**src/logic/kwu_pkg.sv**
```systemverilog
// Purpose: Constants and types for the key wakeup block
// Assumes: 32-bit classic Wishbone, byte address = 4 * index
// Notes:   Control bytes sit in the low data bits
package kwu_pkg;
    localparam int unsigned KEY_PINS = 8;
    localparam int unsigned BYTE_W   = 8;
    localparam int unsigned DATA_W   = 32;
    localparam int unsigned ADDR_W   = 14;
    localparam int unsigned IDX_W    = 12;
    localparam int unsigned IDX_LSB  = 2;
    // Register indices
    localparam logic [IDX_W-1:0] CTRL_LOW_IDX  = 12'hFC4;
    localparam logic [IDX_W-1:0] CTRL_HIGH_IDX = 12'hFC5;
    localparam logic [IDX_W-1:0] STOP_CTRL_IDX = 12'hFC6;
    localparam logic [IDX_W-1:0] STATUS_IDX    = 12'hFC7;
    // Reset values
    localparam logic [BYTE_W-1:0] CTRL_RESET = 8'h00;
    // Field layout of a pin pair
    localparam int unsigned PAIR_W    = 2;
    localparam int unsigned ENABLE_OF = 0;
    localparam int unsigned LEVEL_OF  = 1;
    // Stop control fields
    localparam int unsigned STOP_CMD_BIT   = 0;
    localparam int unsigned LEVEL_MODE_BIT = 1;
    // Status fields
    localparam int unsigned ST_ACTIVE_BIT  = 0;
    localparam int unsigned ST_HIT_BIT     = 1;
    localparam int unsigned ST_SKIP_BIT    = 2;
    localparam int unsigned ST_REL_BIT     = 3;
    localparam int unsigned ST_KEYS_LSB    = 8;
    typedef logic [BYTE_W-1:0] ctrl_byte_t;
    typedef enum logic {ST_RUN, ST_STOP} stop_state_t;
endpackage

```
**src/logic/wake_if.sv**
```systemverilog
// Purpose: Carrier between the wakeup control, detector and sequencer
// Assumes: One clock
// Notes:   Detector side is purely combinational
`timescale 1ns/100ps
`default_nettype none
interface wake_if;
    logic [kwu_pkg::KEY_PINS-1:0] keyIn;
    logic [kwu_pkg::KEY_PINS-1:0] keyEnable;
    logic [kwu_pkg::KEY_PINS-1:0] keyLevel;
    logic                         stopPin;
    logic [kwu_pkg::KEY_PINS-1:0] keyHit;
    logic                         levelHit;
    logic                         levelMode;
    logic                         stopCmd;
    logic                         stopActive;
    logic                         skipPulse;
    logic                         relPulse;
    modport detect (input keyIn, keyEnable, keyLevel, stopPin,
                    output keyHit, levelHit);
    modport seq    (input levelHit, keyHit, stopPin, levelMode, stopCmd,
                    output stopActive, skipPulse, relPulse);
    modport ctrl   (output keyIn, keyEnable, keyLevel, stopPin,
                    levelMode, stopCmd,
                    input keyHit, levelHit, stopActive, skipPulse, relPulse);
endinterface
`default_nettype wire

```
**src/logic/release_detect.sv**
```systemverilog
// Purpose: Level release detection, no clock needed
// Assumes: Pin inputs settle without a clock
// Notes:   Works while the system clock is halted
`timescale 1ns/100ps
`default_nettype none
module release_detect (
    // Link to control
    wake_if.detect w
);
    ////////////////////////////////////////////////////////////////////
    genvar k;
    generate
        for (k = 0; k < kwu_pkg::KEY_PINS; k++) begin : g_pin
            // Enabled pin at its programmed level
            assign w.keyHit[k] = w.keyEnable[k] & ~(w.keyIn[k] ^ w.keyLevel[k]);
        end
    endgenerate
    // Stop pin has no disable
    assign w.levelHit = w.stopPin | (|w.keyHit);
endmodule // release_detect
`default_nettype wire

```
**src/logic/stop_sequencer.sv**
```systemverilog
// Purpose: Tracks STOP entry, skip and release
// Assumes: Stop command is a one-cycle pulse
// Notes:   Edge mode releases on a stop pin rise with no key hit
`timescale 1ns/100ps
`default_nettype none
module stop_sequencer (
    // Clock and reset
    input  wire logic sys_clk,
    input  wire logic rst_n,
    // Link to control
    wake_if.seq       w
);
    ////////////////////////////////////////////////////////////////////
    kwu_pkg::stop_state_t state_ff;
    kwu_pkg::stop_state_t nxt_state;
    logic                 stopPrev_ff;
    logic                 nxt_stopPrev;
    logic                 stopRise;
    logic                 skip;
    logic                 rel;
    logic                 stopActive_ff;
    logic                 nxt_stopActive;

    assign stopRise = w.stopPin & ~stopPrev_ff & ~(|w.keyHit);

    always_comb begin
        nxt_state    = state_ff;
        nxt_stopPrev = w.stopPin;
        skip         = 1'b0;
        rel          = 1'b0;
        unique case (state_ff)
            kwu_pkg::ST_RUN: begin
                if (w.stopCmd) begin
                    if (w.levelMode && w.levelHit) begin
                        skip = 1'b1;
                    end else begin
                        nxt_state = kwu_pkg::ST_STOP;
                    end
                end
            end
            kwu_pkg::ST_STOP: begin
                if (w.levelMode ? w.levelHit : stopRise) begin
                    rel       = 1'b1;
                    nxt_state = kwu_pkg::ST_RUN;
                end
            end
        endcase
        nxt_stopActive = (nxt_state == kwu_pkg::ST_STOP);
    end

    always_ff @(posedge sys_clk or negedge rst_n) begin
        if (!rst_n) begin
            state_ff      <= kwu_pkg::ST_RUN;
            stopPrev_ff   <= 1'b0;
            stopActive_ff <= 1'b0;
        end else begin
            state_ff      <= nxt_state;
            stopPrev_ff   <= nxt_stopPrev;
            stopActive_ff <= nxt_stopActive;
        end
    end

    // Registered so the mode output comes from a flip-flop
    assign w.stopActive = stopActive_ff;
    assign w.skipPulse  = skip;
    assign w.relPulse   = rel;

    ////////////////////////////////////////////////////////////////////
    property p_level_release;
        @(posedge sys_clk) disable iff (!rst_n)
        (state_ff == kwu_pkg::ST_STOP) && w.levelMode && w.levelHit
        |=> (state_ff == kwu_pkg::ST_RUN);
    endproperty
    a_level_release: assert property (p_level_release)
        else $error("level release did not end stop");

    property p_hold_stop;
        @(posedge sys_clk) disable iff (!rst_n)
        (state_ff == kwu_pkg::ST_STOP) && w.levelMode && !w.levelHit
        |=> (state_ff == kwu_pkg::ST_STOP);
    endproperty
    a_hold_stop: assert property (p_hold_stop)
        else $error("stop ended with no release source");
endmodule // stop_sequencer
`default_nettype wire

```
**src/logic/key_wakeup_stop_release.sv**
```systemverilog
// Purpose: Key wakeup STOP release block with Wishbone registers
// Assumes: Classic Wishbone, pins synchronous to sys_clk
// Notes:   wakeRelease is combinational so it works without clock
//
// Contract
// - After reset only stop pin releases
// - Key pin counts only when enabled
// - Level bit picks low or high release
// - Low register holds pins zero to three
// - High register holds pins four to seven
// - Stop pin is always a release input; in edge mode its rise ends STOP only while no key hit is present
// - Level mode releases on stop or key
// - Release already present skips STOP entry in level mode only
//
// Added by the designer: register access over Wishbone.
`timescale 1ns/100ps
`default_nettype none
module key_wakeup_stop_release (
    // Clock and reset
    input  wire logic                         sys_clk,
    input  wire logic                         rst_n,
    // Wishbone slave
    input  wire logic                         wb_cyc_i,
    input  wire logic                         wb_stb_i,
    input  wire logic                         wb_we_i,
    input  wire logic [kwu_pkg::ADDR_W-1:0]   wb_adr_i,
    input  wire logic [3:0]                   wb_sel_i,
    input  wire logic [kwu_pkg::DATA_W-1:0]   wb_dat_i,
    output      logic [kwu_pkg::DATA_W-1:0]   wb_dat_o,
    output      logic                         wb_ack_o,
    // Wakeup pins
    input  wire logic [kwu_pkg::KEY_PINS-1:0] keyWakeupInput,
    input  wire logic                         stopPin,
    // Mode controller side
    output      logic                         stopMode,
    output      logic                         wakeRelease
);
    ////////////////////////////////////////////////////////////////////
    // Bus decode
    localparam int unsigned PAIR_BITS = kwu_pkg::KEY_PINS * kwu_pkg::PAIR_W;

    logic [kwu_pkg::IDX_W-1:0] busIdx;
    logic                      busReq;
    logic                      wrEn;
    logic                      lowByteWr;

    assign busIdx    = wb_adr_i[kwu_pkg::ADDR_W-1:kwu_pkg::IDX_LSB];
    assign busReq    = wb_cyc_i & wb_stb_i;
    assign wrEn      = busReq & wb_we_i & wb_ack_o;
    assign lowByteWr = wrEn & wb_sel_i[0];

    ////////////////////////////////////////////////////////////////////
    // Control registers
    kwu_pkg::ctrl_byte_t ctrlLow_ff;
    kwu_pkg::ctrl_byte_t ctrlHigh_ff;
    kwu_pkg::ctrl_byte_t nxt_ctrlLow;
    kwu_pkg::ctrl_byte_t nxt_ctrlHigh;
    logic                levelMode_ff;
    logic                nxt_levelMode;
    logic                stopCmd_ff;
    logic                nxt_stopCmd;

    always_comb begin
        nxt_ctrlLow   = ctrlLow_ff;
        nxt_ctrlHigh  = ctrlHigh_ff;
        nxt_levelMode = levelMode_ff;
        nxt_stopCmd   = 1'b0;
        if (lowByteWr) begin
            unique case (busIdx)
                kwu_pkg::CTRL_LOW_IDX: begin
                    nxt_ctrlLow = wb_dat_i[kwu_pkg::BYTE_W-1:0];
                end
                kwu_pkg::CTRL_HIGH_IDX: begin
                    nxt_ctrlHigh = wb_dat_i[kwu_pkg::BYTE_W-1:0];
                end
                kwu_pkg::STOP_CTRL_IDX: begin
                    nxt_levelMode = wb_dat_i[kwu_pkg::LEVEL_MODE_BIT];
                    nxt_stopCmd   = wb_dat_i[kwu_pkg::STOP_CMD_BIT];
                end
                default: begin
                    nxt_stopCmd = 1'b0;
                end
            endcase
        end
    end

    always_ff @(posedge sys_clk or negedge rst_n) begin
        if (!rst_n) begin
            ctrlLow_ff   <= kwu_pkg::CTRL_RESET;
            ctrlHigh_ff  <= kwu_pkg::CTRL_RESET;
            levelMode_ff <= 1'b0;
            stopCmd_ff   <= 1'b0;
        end else begin
            ctrlLow_ff   <= nxt_ctrlLow;
            ctrlHigh_ff  <= nxt_ctrlHigh;
            levelMode_ff <= nxt_levelMode;
            stopCmd_ff   <= nxt_stopCmd;
        end
    end

    ////////////////////////////////////////////////////////////////////
    // Pin pair unpacking
    logic [PAIR_BITS-1:0]         ctrlWord;
    logic [kwu_pkg::KEY_PINS-1:0] keyEnable;
    logic [kwu_pkg::KEY_PINS-1:0] keyLevel;

    assign ctrlWord = {ctrlHigh_ff, ctrlLow_ff};

    genvar k;
    generate
        for (k = 0; k < kwu_pkg::KEY_PINS; k++) begin : g_pair
            assign keyEnable[k] = ctrlWord[k*kwu_pkg::PAIR_W + kwu_pkg::ENABLE_OF];
            assign keyLevel[k]  = ctrlWord[k*kwu_pkg::PAIR_W + kwu_pkg::LEVEL_OF];
        end
    endgenerate

    ////////////////////////////////////////////////////////////////////
    // Detector and sequencer
    wake_if w ();

    assign w.keyIn     = keyWakeupInput;
    assign w.keyEnable = keyEnable;
    assign w.keyLevel  = keyLevel;
    assign w.stopPin   = stopPin;
    assign w.levelMode = levelMode_ff;
    assign w.stopCmd   = stopCmd_ff;

    release_detect u_detect (
        .w (w.detect)
    );

    stop_sequencer u_seq (
        .sys_clk (sys_clk),
        .rst_n   (rst_n),
        .w       (w.seq)
    );

    // Clockless release path to the mode controller
    assign wakeRelease = w.levelHit;
    assign stopMode    = w.stopActive;

    ////////////////////////////////////////////////////////////////////
    // Sticky status, set wins over clear
    logic skipped_ff;
    logic released_ff;
    logic nxt_skipped;
    logic nxt_released;
    logic statusClr;

    assign statusClr = lowByteWr & (busIdx == kwu_pkg::STATUS_IDX);

    always_comb begin
        nxt_skipped  = skipped_ff;
        nxt_released = released_ff;
        if (statusClr && wb_dat_i[kwu_pkg::ST_SKIP_BIT]) begin
            nxt_skipped = 1'b0;
        end
        if (statusClr && wb_dat_i[kwu_pkg::ST_REL_BIT]) begin
            nxt_released = 1'b0;
        end
        if (w.skipPulse) begin
            nxt_skipped = 1'b1;
        end
        if (w.relPulse) begin
            nxt_released = 1'b1;
        end
    end

    always_ff @(posedge sys_clk or negedge rst_n) begin
        if (!rst_n) begin
            skipped_ff  <= 1'b0;
            released_ff <= 1'b0;
        end else begin
            skipped_ff  <= nxt_skipped;
            released_ff <= nxt_released;
        end
    end

    ////////////////////////////////////////////////////////////////////
    // Read data and acknowledge
    logic [kwu_pkg::DATA_W-1:0] datO_ff;
    logic [kwu_pkg::DATA_W-1:0] nxt_datO;
    logic                       ackO_ff;
    logic                       nxt_ackO;
    logic [kwu_pkg::DATA_W-1:0] rdMux;

    always_comb begin
        rdMux = '0;
        unique case (busIdx)
            kwu_pkg::CTRL_LOW_IDX: begin
                rdMux[kwu_pkg::BYTE_W-1:0] = ctrlLow_ff;
            end
            kwu_pkg::CTRL_HIGH_IDX: begin
                rdMux[kwu_pkg::BYTE_W-1:0] = ctrlHigh_ff;
            end
            kwu_pkg::STOP_CTRL_IDX: begin
                rdMux[kwu_pkg::LEVEL_MODE_BIT] = levelMode_ff;
            end
            kwu_pkg::STATUS_IDX: begin
                rdMux[kwu_pkg::ST_ACTIVE_BIT] = w.stopActive;
                rdMux[kwu_pkg::ST_HIT_BIT]    = w.levelHit;
                rdMux[kwu_pkg::ST_SKIP_BIT]   = skipped_ff;
                rdMux[kwu_pkg::ST_REL_BIT]    = released_ff;
                rdMux[kwu_pkg::ST_KEYS_LSB +: kwu_pkg::KEY_PINS] = w.keyHit;
            end
            default: begin
                rdMux = '0;
            end
        endcase
    end

    always_comb begin
        nxt_ackO = busReq & ~ackO_ff;
        nxt_datO = datO_ff;
        if (busReq && !ackO_ff) begin
            nxt_datO = rdMux;
        end
    end

    always_ff @(posedge sys_clk or negedge rst_n) begin
        if (!rst_n) begin
            ackO_ff <= 1'b0;
            datO_ff <= '0;
        end else begin
            ackO_ff <= nxt_ackO;
            datO_ff <= nxt_datO;
        end
    end

    assign wb_ack_o = ackO_ff;
    assign wb_dat_o = datO_ff;

    ////////////////////////////////////////////////////////////////////
    // Checks
    property p_reset_stop_only;
        @(posedge sys_clk) disable iff (!rst_n)
        (ctrlWord == '0) |-> (wakeRelease == stopPin);
    endproperty
    a_reset_stop_only: assert property (p_reset_stop_only)
        else $error("cleared controls yet a key releases");

    property p_enable_gate;
        @(posedge sys_clk) disable iff (!rst_n)
        (w.keyHit & ~keyEnable) == '0;
    endproperty
    a_enable_gate: assert property (p_enable_gate)
        else $error("disabled key pin reports a hit");

    property p_level_select;
        @(posedge sys_clk) disable iff (!rst_n)
        w.keyHit == (keyEnable & ~(keyWakeupInput ^ keyLevel));
    endproperty
    a_level_select: assert property (p_level_select)
        else $error("key hit does not follow release level");

    property p_low_write;
        @(posedge sys_clk) disable iff (!rst_n)
        lowByteWr && (busIdx == kwu_pkg::CTRL_LOW_IDX)
        |=> (keyEnable[3] == $past(wb_dat_i[6]))
            && (keyLevel[0] == $past(wb_dat_i[1]));
    endproperty
    a_low_write: assert property (p_low_write)
        else $error("low control pairing wrong");

    property p_high_write;
        @(posedge sys_clk) disable iff (!rst_n)
        lowByteWr && (busIdx == kwu_pkg::CTRL_HIGH_IDX)
        |=> (keyEnable[4] == $past(wb_dat_i[0]))
            && (keyLevel[7] == $past(wb_dat_i[7]));
    endproperty
    a_high_write: assert property (p_high_write)
        else $error("high control pairing wrong");

    property p_stop_pin_always;
        @(posedge sys_clk) disable iff (!rst_n)
        stopPin |-> wakeRelease;
    endproperty
    a_stop_pin_always: assert property (p_stop_pin_always)
        else $error("stop pin high without release");

    property p_skip_entry;
        @(posedge sys_clk) disable iff (!rst_n)
        stopCmd_ff && levelMode_ff && wakeRelease && !stopMode
        |=> !stopMode && skipped_ff;
    endproperty
    a_skip_entry: assert property (p_skip_entry)
        else $error("stop entered with release present");

    property p_clockless;
        @(posedge sys_clk) disable iff (!rst_n)
        wakeRelease == (stopPin | (|w.keyHit));
    endproperty
    a_clockless: assert property (p_clockless)
        else $error("release path not direct");

    property p_ack_one;
        @(posedge sys_clk) disable iff (!rst_n)
        busReq && !wb_ack_o |=> wb_ack_o ##1 !wb_ack_o;
    endproperty
    a_ack_one: assert property (p_ack_one)
        else $error("ack not a single cycle");
endmodule // key_wakeup_stop_release
`default_nettype wire

```
**config.mk**
```make
export PLATFORM = sky130hd
export DESIGN_NAME = key_wakeup_stop_release
export DESIGN_NICKNAME = d
export VERILOG_FILES = /design/src/logic/kwu_pkg.sv /design/src/logic/wake_if.sv /design/src/logic/release_detect.sv /design/src/logic/stop_sequencer.sv /design/src/logic/key_wakeup_stop_release.sv
export SDC_FILE = /design/constraint.sdc
export NUM_CORES = 1
export LEC_CHECK = 0
export ABC_AREA = 1
export BUFFER_PORTS_ARGS = -buffer_cell sky130_fd_sc_hd__buf_4
export CAP_MARGIN = 10
export CORE_MARGIN = 5
export CORE_UTILIZATION = 46
export DETAILED_ROUTE_END_ITERATION = 16
export PLACE_DENSITY = 0.79
export SLEW_MARGIN = 20
export SYNTH_ARGS = -nofsm -noshare
export SYNTH_HDL_FRONTEND = slang
export SYNTH_SLANG_ARGS = --single-unit
```
**constraint.sdc**
```tcl
create_clock -name sys_clk -period 1.5 [get_ports sys_clk]
set_input_delay 0.3 -clock sys_clk [delete_from_list [all_inputs] [get_ports sys_clk]]
set_output_delay 0.3 -clock sys_clk [all_outputs]
set_load 0.02 [all_outputs]
```
==> results of run 1 <==
layout make-up:
| class | count | area share (%) |
|---|---|---|
| Inverter | 35 | 4.35 |
| Clock buffer | 6 | 2.74 |
| Multi-Input combinational cell | 193 | 34.0 |
| Clock inverter | 2 | 1.16 |
| Sequential cell | 39 | 32.3 |
| Tap cell | 52 | 2.16 |
| Timing Repair Buffer | 91 | 23.2 |
stage by stage:
stage	cells	setup TNS, ps
4_1_cts	406	-224
5_1_grt	418	-938
3_3_place_gp	384	-44.3
2_1_floorplan	288	0
6_report	418	-536
3_5_place_dp	384	-270
critical path, delay by kind of cell, from the launching register on:
kind                   cells  cell delay (ps)
AND/OR/NAND/NOR            5              470
flip-flops                 1              400
buffers and inverters      2              230
per-layer routing:
| metal | global-route usage [%] | share of wire (%) |
|---|---|---|
| met1 | 22.1 | 40 |
| met2 | 29.0 | 48 |
| met3 | 5.09 | 9.7 |
| met4 | 8.76 | 2.0 |
| met5 | 0 | 0 |
registers in the layout, summed over array words and instances (netlist names):
register and count:
ctrlLow_ff 8, stopCmd_ff 1, u_seq.stopPrev_ff 1, levelMode_ff 1
released_ff 1, wb_dat_o 16, skipped_ff 1, u_seq.state_ff 1
wb_ack_o 1, ctrlHigh_ff 8
power breakdown:
| part | switching [W] | internal [W] |
|---|---|---|
| clock network | 0.000383 | 0.000538 |
| registers | 0.0000132 | 0.00107 |
| logic | 0.000177 | 0.000122 |
| total | 0.000572 | 0.00173 |
cell usage after synthesis, types with 3 or more instances:
| cell type | n | share of area, % |
|---|---|---|
| a31oi_1 | 5 | 1.5 |
| buf_4 | 16 | 5.7 |
| buf_6 | 3 | 1.6 |
| dfrtp_1 | 39 | 46 |
| inv_1 | 33 | 5.9 |
| nand2_1 | 93 | 17 |
| nand2_2 | 3 | 0.89 |
| nand3_1 | 19 | 4.5 |
| nand4_1 | 3 | 0.89 |
| nor2_1 | 14 | 2.5 |
| nor2_4 | 3 | 1.6 |
| o211ai_1 | 3 | 1.1 |
| o21ai_0 | 17 | 4.0 |
| o31ai_1 | 8 | 2.8 |
final timing paths:
path	from	endpoint	slack (ps)	cells past startpoint
max reg2reg	ctrlLow_ff[3]$_DFFE_PN0P_	wb_dat_o[9]$_DFFE_PN0P_	-150	9
min in group asynchronous	rst_n	ctrlLow_ff[6]$_DFFE_PN0P_	500	2
max	ctrlLow_ff[5]$_DFFE_PN0P_	wakeRelease	-210	7
max in group asynchronous	rst_n	wb_dat_o[8]$_DFFE_PN0P_	640	2
min	stopPin	u_seq.stopPrev_ff$_DFF_PN0_	120	1
min reg2reg	wb_dat_o[12]$_DFFE_PN0P_	wb_dat_o[12]$_DFFE_PN0P_	490	2
kinds of logic after synthesis:
group                  after synthesis
and+or+nand+nor                    143
buffers and inverters               56
DFF                                 39
AOI/OAI and AO/OA                   34
other                                1
timing repair:
item / 4_1_cts / 5_1_grt
setup buffers: 13 / 12
pin swaps: 7 / 8
endpoints found under the setup margin: 1 / 9
gates resized for setup: 14 / 27
hold buffers: 1 / 0
hold endpoints to repair: 39 / 0
==> results.txt, run 1 <==
The run finished, with violations left. The checks that failed: setup timing. Setup repair after global routing could not meet its margin everywhere. Cells fill 68.4% of the core in the end. The via count of the first global-routing pass is 1937. By area, the combinational part of the netlist is dominated by simple AND/OR/NAND/NOR gates. The compound-cell area share of the yosys netlist came out at 9.65%. The first-pass GRT wire length is 8690 µm. The number of max-capacitance violations reported came out at 0.

The arithmetic-cell share of the synthesized area counting full adders, half adders and majority gates came out at 0%. The core region area came out at 4410 µm². The wire-length estimate of the detail-placed layout is 3910 µm. Setup violations remaining at the end of the flow were counted as 5. The final worst slack is -210 ps. The count of mapped cells out of synthesis came out at 273. After detailed placement, the total cell area comes to 2560 µm². The area growth from synthesis to layout is 42.8%.

The chip height came out at 77.8 µm. Port buffering added 53 buffers. Summing the areas of all and, or, nand and nor instances in the mapped netlist gives 30.1% of the synthesized area. The maximum vdd ir drop is 384 µV. The number of endpoints with negative hold slack in the final report came to 0.

The shortest clock period the worst path allows after layout came out at 1710 ps. Using the TritonRoute via totals, the vias-per-cell ratio works out to 5.15. The dominant synthesized flop cell is dfrtp_1. The total design power came out at 0.00230 W. Routability-driven placement finished with a final weighted congestion of 0.846. The number of DRC violations after detailed-routing iteration 0 is 144. The count of nets after finishing came out at 429. The later-pin clock latency in the skew report is 300 ps. The total congestion overflow is 0.

TritonCTS built the clock tree. The clock arrives with 6.04 ps of skew. The synthesized design contains 39 register bits.

The vias after detailed routing is 2154. The detailed-route DRC error count came out at 0. The die is 77.8 µm wide. OpenSTA, run right after detailed placement, puts the worst setup slack at -65.0 ps. Global routing consumed, over all layers together, 18.0% of the routing resources.

The analysis attributes to cell leakage a power of 1.57 nW. The multi-input combinational cells in the finished layout cover a total of 1030 µm². The number of enable-type register cells in the synthesized netlist is 0. The maximum level of the CTS H-tree is 2.

The die footprint is 6050 µm². The path class of the tightest hold or removal check is input pin to register. Leaving out fill and tap cells, the most frequent cell in the layout is buf_4. The CTS root buffer is clkbuf_8.

The clock sink total came out at 39. Counting stages on the worst path, the most repeated cell is nand3_2. The placement row count is 24. The per-cell routed wire length is 14.2 µm. The critical path goes through inv_1, nand2_1, nand3_2, nand2_2, nor2_4, nand3_2, buf_6. The peak per-stage delay on the critical path is 400 ps. The count of filler cells inserted in the layout is 340. The proportion of register bits with asynchronous set or reset after synthesis came out at 100%. The average footprint of a synthesized cell is 7.74 µm². The multiplexer area fraction after synthesis is 0%. Hold timing on the final database bottoms out at a slack of 115 ps. The xor and xnor area share after synthesis is 0%. The register clock-pin slew on the reported worst setup and hold paths came out at 80 ps. The mapped cell area is 2110 µm². Yosys printed 0 warnings. The sequential cell area is 976 µm². The finished cells cover 3020 µm². The library cells used most frequently in the layout, excluding fill and tap cells, are buf_4 (86), nand2_1 (80), dfrtp_1 (39), inv_1 (28), o21ai_0 (17). The synthesized netlist contains 24 unique library cells. The power per unit of standard cell area came out at 763 nW/µm². The post-route fraction of the period consumed by the critical path came out at 114%. The sequential cell area fraction in the yosys report came out at 46.2%. The first-pass iteration count of the detailed router came out at 5. The maximum number of pins on one net before global-route repair came out at 40. The timing-limited maximum frequency came out at 585 MHz. The number of clock buffers inserted by TritonCTS came out at 5. STA puts the critical path data required time at 1200 ps. 0 antenna diodes ended up in the layout.

The sort of element at the start of the critical path is a register. The number of nets still failing antenna checks after routing came out at 0. The nature of the critical path endpoint is a primary output. The data arrival at the endpoint of the critical path came out at 1410 ps. The layout cell share with drive strength beyond 1 is 38.8%. The initial antenna violation count was 0.

The final wirelength came out at 5950 µm. The count of pins on the block boundary came out at 99. Along the worst path, the maximum fanout reaches 3. The clock passes through at most 2 buffers. The slowest stage of the critical path belongs to the cell dfrtp_1. The count of pins over their slew limit came out at 0.

The starting density of the core is 47.9%. The critical path class is register to primary output.
(Power assumes the default switching activity.)
==> run 2, diff against run 1 <==
--- a/config.mk
+++ b/config.mk
@@ -12,6 +12,7 @@
 export CORE_UTILIZATION = 46
 export DETAILED_ROUTE_END_ITERATION = 16
 export PLACE_DENSITY = 0.79
+export SKIP_LAST_GASP = 1
 export SLEW_MARGIN = 20
 export SYNTH_ARGS = -nofsm -noshare
 export SYNTH_HDL_FRONTEND = slang
==> run 2 against run 1 <==
The flow still finishes with violations (setup timing); flip-flop and latch count unchanged; worst hold slack lost 2.5 ps; total power is essentially flat; via count increased by 1.1%; critical path type unchanged; critical endpoint unchanged; largest cell class unchanged; highest routed layer unchanged.
==> results.txt, run 2 (synthesis gave the netlist of run 1 again) <==
The worst-path cell with the longest stage delay is dfrtp_1. The minimum setup slack after placement is -65.0 ps (unchanged). The later-pin clock latency in the skew report came out at 300 ps (about the same).

The sort of element at the start of the critical path is a register. The global placer's final weighted congestion came out at 0.846 (unchanged). The clock sink total came out at 39 (unchanged). The power per unit of standard cell area is 764 nW/µm² (+0.19%). The per-cell routed wire length is 14.3 µm (+0.64%). The floorplan die width came out at 77.8 µm (unchanged). The number of clock buffers inserted by TritonCTS came to 5 (unchanged). The fraction of power consumed by the clock network is 40.0% (about the same). The cell internal power dissipation came out at 0.00173 W (about the same).

In this run the clock root is driven by a clkbuf_8. The maximum level of the CTS H-tree was 2 (unchanged). The detailed-route DRC error count is 0 (unchanged).

The timing-limited maximum frequency is 593 MHz (+1.4%). The run finished, with violations left. The final setup violation count came to 5 (unchanged). In this run the critical register-to-register path is launched from ctrlLow_ff[3]$_DFFE_PN0P_. The maximum number of pins on one net before global-route repair is 40 (unchanged). The number of max-capacitance violations reported is 0 (unchanged). The leading cell type in the layout, fill and taps excluded is buf_4. The maximum number of buffers from clock root to sink came to 2 (unchanged). The total track usage is 18.0% (unchanged). The net switching power came out at 0.000572 W (about the same).

The most critical setup path has its startpoint at ctrlLow_ff[7]$_DFFE_PN0P_. The checks that failed: setup timing. The total congestion overflow is 0 (unchanged). The count of nets after finishing is 429 (unchanged). The via count of the first global-routing pass came out at 1939 (+0.10%). The critical path class is register to primary output. The shortest clock period the worst path allows after layout is 1690 ps (-23.9 ps). The final wirelength is 5980 µm (+0.64%). The peak per-stage delay on the critical path was 400 ps (about the same). The min-delay analysis places its worst path in the category input pin to register. The number of inserted diodes is 0 (unchanged). The final worst slack came out at -187 ps (+23.9 ps).

The maximum vdd ir drop was 378 µV (-1.5%). The worst path required time came out at 1200 ps (about the same). The worst hold path begins at stopPin. The critical path buffer and inverter count is 2 (unchanged). The critical path goes through inv_1, nand2_1, nand3_2, nand2_2, nor2_4, nand3_2, buf_6.

The starting density of the core is 47.9% (unchanged). The placement row count is 24 (unchanged). The initial antenna violation count is 0 (unchanged). The switching share of power came out at 24.9% (about the same).

The layout cell share with drive strength beyond 1 came out at 38.5% (-0.27 points). The register clock-pin slew on the reported worst setup and hold paths was 80 ps (about the same). The share of total power in combinational logic came to 13.0% (about the same).

The number of buffer cells added on primary ports came out at 53 (unchanged). The first-pass iteration count of the detailed router is 5 (unchanged). The first-pass GRT wire length came to 8690 µm (unchanged). Among cell families on the critical path, the largest total delay comes from simple AND/OR/NAND/NOR gates. The number of endpoints with negative hold slack in the final report came out at 0 (unchanged).

TritonCTS built the clock tree. The number of DRC violations after detailed-routing iteration 0 came out at 201 (+40%). The count of pins on the block boundary came out at 99 (unchanged). The flip-flop count of the largest register after layout is 16 (unchanged). The chip height is 77.8 µm (unchanged).

STA classifies the critical path endpoint as a primary output. The final HPWL from detailed placement came out at 3910 µm (unchanged). The data arrival at the endpoint of the critical path is 1390 ps (-20 ps).

The vias after detailed routing is 2178 (+1.1%). The smallest hold slack is 113 ps (-2.54 ps). The mean number of vias per cell is 5.21 (+1.1%). The post-route fraction of the period consumed by the critical path is 112% (-1.6 points). The largest fanout of any net on the critical path is 3 (unchanged). The core region area is 4410 µm² (unchanged). The leakage dissipation came out at 1.57 nW (about the same). In the layout the commonest cells are buf_4 (87), nand2_1 (81), dfrtp_1 (39), inv_1 (28), o21ai_0 (17). The count of pins over their slew limit is 0 (unchanged).

The most numerous cell type found on the critical path is nand3_2. The portion of total power attributed to sequential cells was 47.0% (about the same). The total design power came out at 0.00230 W (about the same).

The post-route clock skew came out at 4.96 ps (-1.07 ps). The number of nets still failing antenna checks after routing came out at 0 (unchanged). The area growth from synthesis to layout is 42.5%. Setup repair after global routing could not meet its margin everywhere. The die footprint is 6050 µm² (unchanged).
==> run 2: cell counts in the layout (fill, tap and decap cells not counted) <==
No cell type changed its count.
==> run 2: power by group through the flow <==
stage | clock (W) | sequential, W | combinational, W
floorplan | 0 | 0.00112 | 0.000133
global placement | 0 | 0.00110 | 0.000272
detailed placement | 0 | 0.00110 | 0.000275
CTS | 0.000917 | 0.00108 | 0.000284
global route | 0.000965 | 0.00108 | 0.000322
finish | 0.000920 | 0.00108 | 0.000299
==> run 2: worst paths after layout <==
path | cells past startpoint | end | slack [ps]
max | 7 | wakeRelease | -190
min | 1 | u_seq.stopPrev_ff$_DFF_PN0_ | 110
max reg2reg | 9 | wb_dat_o[9]$_DFFE_PN0P_ | -160
min reg2reg | 2 | wb_dat_o[1]$_DFFE_PN0P_ | 490
max in group asynchronous | 2 | wb_dat_o[2]$_DFFE_PN0P_ | 660
min in group asynchronous | 2 | ctrlLow_ff[6]$_DFFE_PN0P_ | 510
==> run 2: worst reg2reg max path, cell delays in order, from the launching register on <==
cell,delay [ps]
dfrtp_1,410
buf_6,130
nand2_4,70
nand3_4,90
buf_4,160
buf_4,130
buf_4,120
buf_4,120
buf_4,130
o31ai_2,230
==> run 2: stage by stage <==
| stage | TNS (ps) | util (%) | instance area, µm² | std cells |
|---|---|---|---|---|
| 2_1_floorplan | 0 | - | 2170 | 288 |
| 3_3_place_gp | -44.3 | 58.0 | 2560 | 384 |
| 3_5_place_dp | -270 | 58.0 | 2560 | 384 |
| 4_1_cts | -235 | 64.3 | 2840 | 406 |
| 5_1_grt | -921 | 68.2 | 3010 | 418 |
| 6_report | -495 | 68.2 | 3010 | 418 |
==> run 2: layout make-up <==
cell class / instances / area (µm²)
clock buffers: 6 / 82.6
clock inverters: 2 / 35.0
fillers: 345 / 1400
inverters: 35 / 131
multi-input cells: 193 / 1020
flip-flops and latches: 39 / 976
well taps: 52 / 65.1
repair buffers: 91 / 697
==> run 2: timing repair <==
item / CTS / global route
pin swaps: 6 / 8
endpoints found under the hold margin: 39 / 0
endpoints found under the setup margin: 1 / 9
hold buffers: 1 / 0
setup buffers: 13 / 12
resized for setup: 14 / 25
==> run 2: routing by layer <==
metal  global-route usage [%]  routed length (µm)  part of all wire [%]  vias to the layer above
met5                        0                   0                     0                        -
met4                     8.76                 148                   2.5                        0
met3                     5.09                 686                    11                       15
met2                     29.0                2860                    48                      146
met1                     22.1                2290                    38                     1000
li1                         -                   -                     -                     1017
